File: src/include/aegps_pkg.sv
// Constants, register map and reset values of the energy gain and pulse scaling block.
// Assumes a 10 MHz master clock and a single-cycle register port.
//
// Notes on behaviour
// - Pulse rate equals energy rate times (numerator+1)/(denominator+1); the code caps it at the energy rate for numerator above denominator.
// - Energy divider scales readable energy registers only, never pulses; resets to zero.
// - Energy and pulse rate both scaled by (1 + gain/4096).
// - Line period counted in units of eight master clocks, host readable.
// - Line mode accumulates over half_cycle_count half line cycles.
// - Numerator and denominator reset to 0x3f.
// - Window end drives active-low interrupt if enabled, latches line energy.
// - Full-scale undivided pulse rate reaches 23 kHz; the code gives about 1.25 MHz, half an energy step per tick.
// - Window end sets cycle_end_flag; interrupt only when its mask bit is set.
// - half_cycle_count is unsigned 16 bit, up to 65535.
// - Energy accumulator updates once every four master clocks.
`default_nettype none
package aegps_pkg;
   // =====================================================
   // Register indices
   localparam logic [3:0] REG_GAIN   = 4'h0;
   localparam logic [3:0] REG_DIV    = 4'h1;
   localparam logic [3:0] REG_NUM    = 4'h2;
   localparam logic [3:0] REG_DEN    = 4'h3;
   localparam logic [3:0] REG_HCYC   = 4'h4;
   localparam logic [3:0] REG_MODE   = 4'h5;
   localparam logic [3:0] REG_IRQEN  = 4'h6;
   localparam logic [3:0] REG_STATUS = 4'h7;
   localparam logic [3:0] REG_PERIOD = 4'h8;
   localparam logic [3:0] REG_TOTAL  = 4'h9;
   localparam logic [3:0] REG_LINE   = 4'ha;
   // =====================================================
   // Fields and reset values
   localparam int          BIT_LMODE = 0;
   localparam int          BIT_CEND  = 0;
   localparam logic [11:0] NUM_RST   = 12'h03f;
   localparam logic [11:0] DEN_RST   = 12'h03f;
   localparam logic [15:0] HCYC_RST  = 16'hffff;
   localparam logic [7:0]  DIV_RST   = 8'h00;
   localparam logic [11:0] GAIN_RST  = 12'h000;
   // =====================================================
   // Timing
   localparam logic [1:0]  TICK_PH    = 2'h3;
   localparam logic [2:0]  PER_PH     = 3'h7;
   localparam int          CLK_HZ     = 10000000;
   localparam int          PULSE_MAX_HZ = 23000;
   localparam int          PULSE_MIN_CYC = CLK_HZ / PULSE_MAX_HZ;
   localparam logic [8:0]  PULSE_CYC  = 9'(PULSE_MIN_CYC / 2);
   localparam int          GAIN_SHIFT = 12;
   localparam logic [12:0] GAIN_ONE   = 13'h1000;
endpackage : aegps_pkg
`default_nettype wire

File: src/hw/aegps_core.sv
// Active energy gain, divider, pulse-rate scaling, line period and line accumulation.
// Assumes power_in comes from DSP logic on mclk_in; zc_in is an asynchronous pin.
//
// Local design decisions: the placing of the registers and the address-and-strobe port.
`default_nettype none
module aegps_core
   import aegps_pkg::*;
#(
   parameter int PWR_W  = 24,
   parameter int ACC_W  = 48,
   parameter int EN_W   = 24
) (
   input  wire logic             mclk_in,
   input  wire logic             rst_in,
   input  wire logic [PWR_W-1:0] power_in,
   input  wire logic             zc_in,
   input  wire logic [3:0]       addr_in,
   input  wire logic [23:0]      wdata_in,
   input  wire logic             wr_in,
   input  wire logic             rd_in,
   output logic      [23:0]      rdata_out,
   output logic                  energy_pulse_out,
   output logic                  irq_n_out,
   output logic                  irq_oe_out
);
   // =====================================================
   // Registers
   logic        [11:0]      gain_r;
   logic        [7:0]       div_r;
   logic        [11:0]      num_r;
   logic        [11:0]      den_r;
   logic        [15:0]      hcyc_r;
   logic                    lmode_r;
   logic                    irqen_r;
   logic                    cend_r;
   logic        [15:0]      period_r;
   logic signed [EN_W-1:0]  total_r;
   logic signed [EN_W-1:0]  line_r;
   logic signed [EN_W-1:0]  lacc_r;
   logic signed [ACC_W-1:0] acc_r;
   logic        [1:0]       ph_r;
   logic        [2:0]       p8_r;
   logic        [15:0]      pcnt_r;
   logic        [15:0]      hc_r;
   logic        [7:0]       dcnt_r;
   logic        [13:0]      pacc_r;
   logic        [8:0]       pw_r;
   logic                    zs1_r;
   logic                    zs2_r;
   logic                    zs3_r;

   logic                    tick;
   logic signed [13:0]      gmul;
   logic signed [PWR_W+13:0] prod;
   logic signed [ACC_W-1:0] scaled;
   logic signed [ACC_W-1:0] acc_nxt;
   logic                    step_up;
   logic                    step_dn;
   logic        [7:0]       div_eff;
   logic                    tot_up;
   logic                    tot_dn;
   logic        [13:0]      pacc_sum;
   logic        [13:0]      quantum;
   logic                    fire;
   logic                    zc_edge;
   logic                    zc_rise;
   logic                    win_done;
   logic signed [EN_W-1:0]  lacc_nxt;
   logic                    wr_status;

   // =====================================================
   // Register writes
   always_ff @(posedge mclk_in) begin
      if (rst_in) begin
         gain_r  <= GAIN_RST;
         div_r   <= DIV_RST;
         num_r   <= NUM_RST;
         den_r   <= DEN_RST;
         hcyc_r  <= HCYC_RST;
         lmode_r <= 1'b0;
         irqen_r <= 1'b0;
      end else if (wr_in) begin
         if (addr_in == REG_GAIN) begin
            gain_r <= wdata_in[11:0];
         end else if (addr_in == REG_DIV) begin
            div_r <= wdata_in[7:0];
         end else if (addr_in == REG_NUM) begin
            num_r <= wdata_in[11:0];
         end else if (addr_in == REG_DEN) begin
            den_r <= wdata_in[11:0];
         end else if (addr_in == REG_HCYC) begin
            hcyc_r <= wdata_in[15:0];
         end else if (addr_in == REG_MODE) begin
            lmode_r <= wdata_in[BIT_LMODE];
         end else if (addr_in == REG_IRQEN) begin
            irqen_r <= wdata_in[BIT_CEND];
         end
      end
   end

   assign wr_status = wr_in && (addr_in == REG_STATUS) && wdata_in[BIT_CEND];

   // =====================================================
   // Readback, data valid the cycle after the strobe
   always_ff @(posedge mclk_in) begin
      if (rst_in) begin
         rdata_out <= 24'h000000;
      end else if (rd_in) begin
         if (addr_in == REG_GAIN) begin
            rdata_out <= {12'h000, gain_r};
         end else if (addr_in == REG_DIV) begin
            rdata_out <= {16'h0000, div_r};
         end else if (addr_in == REG_NUM) begin
            rdata_out <= {12'h000, num_r};
         end else if (addr_in == REG_DEN) begin
            rdata_out <= {12'h000, den_r};
         end else if (addr_in == REG_HCYC) begin
            rdata_out <= {8'h00, hcyc_r};
         end else if (addr_in == REG_MODE) begin
            rdata_out <= {23'h000000, lmode_r};
         end else if (addr_in == REG_IRQEN) begin
            rdata_out <= {23'h000000, irqen_r};
         end else if (addr_in == REG_STATUS) begin
            rdata_out <= {23'h000000, cend_r};
         end else if (addr_in == REG_PERIOD) begin
            rdata_out <= {8'h00, period_r};
         end else if (addr_in == REG_TOTAL) begin
            rdata_out <= 24'(total_r);
         end else if (addr_in == REG_LINE) begin
            rdata_out <= 24'(line_r);
         end else begin
            rdata_out <= 24'h000000;
         end
      end else begin
         rdata_out <= 24'h000000;
      end
   end

   // =====================================================
   // Gain stage and accumulator
   always_ff @(posedge mclk_in) begin
      if (rst_in) begin
         ph_r <= 2'h0;
      end else begin
         ph_r <= ph_r + 2'h1;
      end
   end
   assign tick = (ph_r == TICK_PH);

   // Signed gain widened before adding one, so negative settings shrink the rate
   // Two spare bits so unity plus the largest positive gain stays positive
   assign gmul   = $signed({{2{gain_r[11]}}, gain_r}) + $signed({1'b0, GAIN_ONE});
   assign prod   = (PWR_W+14)'($signed(power_in)) * (PWR_W+14)'(gmul);
   assign scaled = ACC_W'(prod >>> GAIN_SHIFT);
   assign acc_nxt = acc_r + scaled;
   // One full-scale sample moves the top word by at most one step per tick
   assign step_up = tick && (acc_nxt[ACC_W-1 -: EN_W] != acc_r[ACC_W-1 -: EN_W]) && !scaled[ACC_W-1];
   assign step_dn = tick && (acc_nxt[ACC_W-1 -: EN_W] != acc_r[ACC_W-1 -: EN_W]) && scaled[ACC_W-1];

   always_ff @(posedge mclk_in) begin
      if (rst_in) begin
         acc_r <= '0;
      end else if (tick) begin
         acc_r <= acc_nxt;
      end
   end

   // =====================================================
   // Register divider, kept out of the pulse path
   assign div_eff = (div_r == 8'h00) ? 8'h01 : div_r;
   assign tot_up  = step_up && ((dcnt_r + 8'h01) >= div_eff);
   assign tot_dn  = step_dn && (dcnt_r == 8'h00);

   always_ff @(posedge mclk_in) begin
      if (rst_in) begin
         dcnt_r  <= 8'h00;
         total_r <= '0;
      end else begin
         if (tot_up) begin
            dcnt_r  <= 8'h00;
            total_r <= total_r + 1'b1;
         end else if (step_up) begin
            dcnt_r <= dcnt_r + 8'h01;
         end else if (tot_dn) begin
            dcnt_r  <= div_eff - 8'h01;
            total_r <= total_r - 1'b1;
         end else if (step_dn) begin
            dcnt_r <= dcnt_r - 8'h01;
         end
      end
   end

   // =====================================================
   // Pulse rate scaler; numerator above denominator saturates the rate
   assign quantum  = {2'b00, den_r} + 14'h0001;
   assign pacc_sum = pacc_r + {2'b00, num_r} + 14'h0001;
   assign fire     = step_up && (pacc_sum >= quantum);

   always_ff @(posedge mclk_in) begin
      if (rst_in) begin
         pacc_r <= 14'h0000;
      end else if (fire) begin
         pacc_r <= pacc_sum - quantum;
      end else if (step_up) begin
         pacc_r <= pacc_sum;
      end
   end

   // Width is half the period at the top rate; nothing limits the firing rate, so faster pulses merge
   always_ff @(posedge mclk_in) begin
      if (rst_in) begin
         pw_r             <= 9'h000;
         energy_pulse_out <= 1'b0;
      end else begin
         if (fire) begin
            pw_r <= PULSE_CYC;
         end else if (pw_r != 9'h000) begin
            pw_r <= pw_r - 9'h001;
         end
         energy_pulse_out <= fire || (pw_r > 9'h001);
      end
   end

   // =====================================================
   // Zero crossing and line period
   always_ff @(posedge mclk_in) begin
      if (rst_in) begin
         zs1_r <= 1'b0;
         zs2_r <= 1'b0;
         zs3_r <= 1'b0;
      end else begin
         zs1_r <= zc_in;
         zs2_r <= zs1_r;
         zs3_r <= zs2_r;
      end
   end
   assign zc_edge = zs2_r ^ zs3_r;
   assign zc_rise = zs2_r && !zs3_r;

   always_ff @(posedge mclk_in) begin
      if (rst_in) begin
         p8_r     <= 3'h0;
         pcnt_r   <= 16'h0000;
         period_r <= 16'h0000;
      end else if (zc_rise) begin
         p8_r     <= 3'h0;
         pcnt_r   <= 16'h0000;
         period_r <= pcnt_r;
      end else begin
         p8_r <= p8_r + 3'h1;
         if (p8_r == PER_PH && pcnt_r != 16'hffff) begin
            pcnt_r <= pcnt_r + 16'h0001;
         end
      end
   end

   // =====================================================
   // Line accumulation window
   assign win_done = lmode_r && zc_edge && ((hc_r + 16'h0001) >= hcyc_r);
   assign lacc_nxt = tot_up ? lacc_r + 1'b1 : (tot_dn ? lacc_r - 1'b1 : lacc_r);

   always_ff @(posedge mclk_in) begin
      if (rst_in) begin
         hc_r   <= 16'h0000;
         lacc_r <= '0;
         line_r <= '0;
      end else if (!lmode_r) begin
         hc_r   <= 16'h0000;
         lacc_r <= '0;
      end else if (win_done) begin
         hc_r   <= 16'h0000;
         lacc_r <= '0;
         line_r <= lacc_nxt;
      end else begin
         if (zc_edge) begin
            hc_r <= hc_r + 16'h0001;
         end
         lacc_r <= lacc_nxt;
      end
   end

   // Set beats a simultaneous clear so no window end is lost
   always_ff @(posedge mclk_in) begin
      if (rst_in) begin
         cend_r <= 1'b0;
      end else if (win_done) begin
         cend_r <= 1'b1;
      end else if (wr_status) begin
         cend_r <= 1'b0;
      end
   end

   always_ff @(posedge mclk_in) begin
      if (rst_in) begin
         irq_n_out  <= 1'b1;
         irq_oe_out <= 1'b0;
      end else begin
         irq_n_out  <= !(cend_r && irqen_r);
         irq_oe_out <= cend_r && irqen_r;
      end
   end
endmodule : aegps_core
`default_nettype wire

File: config.mk
export PLATFORM = sky130hd
export DESIGN_NAME = aegps_core
export DESIGN_NICKNAME = d
export VERILOG_FILES = /design/src/include/aegps_pkg.sv /design/src/hw/aegps_core.sv
export SDC_FILE = /design/constraint.sdc
export NUM_CORES = 2
export LEC_CHECK = 0
export BUFFER_PORTS_ARGS = -buffer_cell sky130_fd_sc_hd__buf_2
export CELL_PAD_IN_SITES_DETAIL_PLACEMENT = 1
export CELL_PAD_IN_SITES_GLOBAL_PLACEMENT = 1
export CORE_MARGIN = 2
export CORE_UTILIZATION = 50
export CTS_BUF_LIST = sky130_fd_sc_hd__clkbuf_4 sky130_fd_sc_hd__clkbuf_8 sky130_fd_sc_hd__clkbuf_16
export DETAILED_ROUTE_END_ITERATION = 12
export GPL_TIMING_DRIVEN = 1
export PLACE_DENSITY_LB_ADDON = 0.1
export SKIP_LAST_GASP = 1
export SYNTH_ARGS = -nofsm -noshare
export SYNTH_HDL_FRONTEND = slang
export SYNTH_SLANG_ARGS = --single-unit
File: constraint.sdc
create_clock -name mclk_in -period 15 [get_ports mclk_in]
set_clock_uncertainty 0.05 [all_clocks]
set_input_delay 0 -clock mclk_in [delete_from_list [all_inputs] [get_ports mclk_in]]
set_output_delay 0 -clock mclk_in [all_outputs]
set_load 0.01 [all_outputs]
==> summary.md <==
| Metric | Value |
|---|---|
| Worst-margin pin slew | `1.318 ns` |
| Status | `completed` |
| Initial Util | `50.47%` |
| Dpl cells | `4,288` |
| P&R area growth vs syn | `8.677%` |
| # diodes | `0` |
| Syn Inst Count | `3,593` |
| GR met2 Demand/Resource | `51.72%` |
| DR vias | `25,210` |
| Root Buffer | `clkbuf_16` |
| Share of flip-flops with an asynchronous set or reset | `0%` |
| Die X | `247.6 um` |
| Slowest stage delay, CP | `0.66 ns` |
| Relative slew slack | `11.95%` |
| Max Slew Vio Count | `0` |
| Register clock-pin slew on the reported worst setup and hold paths | `0.06 ns` |
| Drt via density | `5.752` |
| Pin count of the biggest net entering global routing | `89` |
| Critical path startpoint category | `flip-flop` |
| IO buf count | `75` |
| Most common cell on crit path | `fa_1` |
| Max frequency | `70.63 MHz` |
| Total Routing Usage GR | `29.45%` |
| DR WL/cell | `20.31 um` |
| Synthesized flop and latch total | `296` |
| Maximum buffer depth of the clock tree | `3` |
| Synthesized cell area | `29,680 um^2` |
| HPWL after DPL | `68,770 um` |
| Hold Path Class | `input pin to flip-flop` |
| Die Y | `247.6 um` |
| WP data arrival | `14.57 ns` |
| Synth Area per Inst | `8.260 um^2` |
| Post-Route WL | `89,020 um` |
| # IOs | `84` |
| Cell Pwr Density | `89.58 nW/um^2` |
| Pre-Repair DR Iteration Count | `5` |
| Initial antenna violation count | `0` |
| TritonCTS clock tree | `done` |
| Tmin final | `14.16 ns` |
| # DRC | `0` |
| Cts bufs inserted | `38` |
| Hold Path Depth | `5` |
| Max-cap violations | `0` |
| First-pass GRT wire length | `144,500 um` |
| Hold Vio Cnt, Final | `0` |
| Rows | `89` |
| Number of synthesized flops with an enable pin | `0` |
| Leak | `14.90 nW` |
| Routing usage on met1 | `37.70%` |
| Worst Setup End Kind | `flip-flop` |
| Period utilization | `94.39%` |
| Starting DRT DRC Count | `1,152` |
| Maximum vdd drop | `0.09343 mV` |
| Critical Path Fanout Max | `22` |
| Ys Warns | `0` |
| Number of setup violations in the final report | `0` |
| Worst-Skew Late Latency | `0.58 ns` |
| Core Util, Final | `54.85%` |
| Core area | `58,800 um^2` |
| CP max stage cell | `dfxtp_1` |
| Kind of critical path | `flip-flop to flip-flop` |
| Post-Layout Cell Count | `4,382` |
| Syn Nets | `4,163` |
| Share of cells above drive strength 1 | `7.620%` |
| Gr ovfl total | `0` |
| Fin Hold WS | `0.08154 ns` |
| GR met3 Demand/Resource | `3.785%` |
| Seq/Total Area, Yosys | `19.97%` |
| Unique masters post-synth | `100` |
| Layer with the highest usage | `met2` |
| Pwr Total | `0.002889 W` |
| Remaining antenna violation count after routing | `0` |
| Number of global-route vias before repair | `27,210` |
| Worst r2r path cells | `53` |
| Post-CTS Setup Bufs | `0` |
| Layout net count | `4,151` |
| Synth Flop Type | `dfxtp_1` |
| Clk sinks | `296` |
| Filler cells | `7,060` |
| Critical Path RT | `15.41 ns` |
| RePlAce Congestion | `0.8745` |
| CTS H-tree depth | `2` |
| Die ar. | `61,320 um^2` |
-- sequential cells by signal, summed over array words and instances (netlist names), 8 cells and up --
| name | cells |
|---|---|
| pacc_r | 14 |
| rdata_out | 24 |
| hcyc_r | 16 |
| num_r | 12 |
| den_r | 12 |
| dcnt_r | 8 |
| pcnt_r | 16 |
| line_r | 24 |
| period_r | 16 |
| pw_r | 9 |
| total_r | 24 |
| hc_r | 16 |
| gain_r | 12 |
| div_r | 8 |
| lacc_r | 24 |
| acc_r | 47 |
-- placed cells by master (no fill, tap or decap), types with 77 or more instances in the layout --
| master | Yosys | final |
|---|---|---|
| xor2_1 | 77 | 77 |
| dfxtp_1 | 296 | 292 |
| ha_1 | 242 | 241 |
| a21oi_1 | 222 | 221 |
| nor2_1 | 343 | 342 |
| and2_1 | 159 | 159 |
| fa_1 | 271 | 271 |
| mux2i_1 | 86 | 86 |
| inv_1 | 415 | 415 |
| xnor2_1 | 114 | 114 |
| nand2_1 | 372 | 372 |
| o21ai_0 | 85 | 84 |
-- kinds of logic (layout without fill, tap and decap cells) --
kind of cell | Yosys count | after routing | share of synthesized area (%)
xor+xnor | 196 | 196 | 5.983
mux | 112 | 112 | 3.887
compound gates | 618 | 618 | 13.58
buf+inv | 603 | 619 | 7.724
flops | 296 | 296 | 19.97
fa+ha+maj | 513 | 513 | 28.48
other cells | 1 | 1 | 0.01264
simple gates | 1254 | 1254 | 20.37
-- through the flow --
step                area, um^2  setup TNS [ns]  setup WS, ns
floorplan                29680               0         2.062
global placement         30550               0        0.8316
detailed placement       30550               0        0.4809
CTS                      32190               0        0.3263
global route             32250        -0.05228      -0.05228
finish                   32250               0        0.8420
-- final timing paths --
check             startpoint     endpoint  slack (ns)
hold / removal    addr_in[0]      lmode_r        0.08
hold reg to reg      ph_r[0]      ph_r[0]        0.37
setup reg to reg   gain_r[8]  total_r[23]        0.84
setup / recovery   gain_r[8]  total_r[23]        0.84
-- cell usage after synthesis (32+ instances only) --
library cell / number / area share [%]
clkbuf_1: 166 / 2.1
nor2b_1: 48 / 1.0
nand3_1: 60 / 1.0
nand2b_1: 34 / 0.72
o21ai_0: 85 / 1.4
nand2_1: 372 / 4.7
and3_1: 46 / 0.97
inv_1: 415 / 5.2
a21oi_1: 222 / 3.7
a211oi_1: 36 / 0.91
dfxtp_1: 296 / 20
nand3b_1: 32 / 0.81
a22oi_1: 33 / 0.83
nor2_1: 343 / 4.3
xor2_1: 77 / 2.3
mux2i_1: 86 / 2.9
ha_1: 242 / 10
nor3_1: 61 / 1.0
and2_1: 159 / 3.4
xnor2_1: 114 / 3.4
a21o_1: 41 / 1.0
fa_1: 271 / 18
-- layout make-up --
cell class                 instances  area (um^2)  share of cell area (%)
multi-input combinational       2694        21510                   66.71
tap                              773        967.2                   2.999
sequential                       296         5931                   18.39
timing repair buffer             133        889.6                   2.758
clock inverter                    19        310.3                  0.9621
inverter                         418         1569                   4.865
clock buffer                      49         1071                   3.321
-- power breakdown --
part           internal (W)  total [W]  leakage (nW)  switching, W
Clock              0.000629    0.00102         0.678      0.000389
Sequential         0.000819   0.000852          2.40     0.0000331
Combinational      0.000410    0.00102          11.8      0.000609
Total               0.00186    0.00289          14.9       0.00103
-- critical path, delay by kind of cell (launching register included) --
| kind | cells | cell delay [ns] |
|---|---|---|
| simple gates | 11 | 2.55 |
| flops | 1 | 0.66 |
| mux | 1 | 0.21 |
| compound gates | 24 | 5.33 |
| xor+xnor | 1 | 0.17 |
| buf+inv | 7 | 1.06 |
| fa+ha+maj | 9 | 3.97 |
-- routing by layer --
layer	vias up	routed length (um)	part of all wire, %
li1	11820	-	-
met1	12780	38870	44
met2	454	44330	50
met3	155	3439	3.9
met4	0	2376	2.7
met5	-	0	0
-- what timing repair did --
item	in CTS	in global routing
gates resized for setup	0	16
endpoints found under the setup margin	0	8
endpoints found under the hold margin	106	0
hold buffers	26	0
Note: power is estimated with default switching activity, not from simulation.
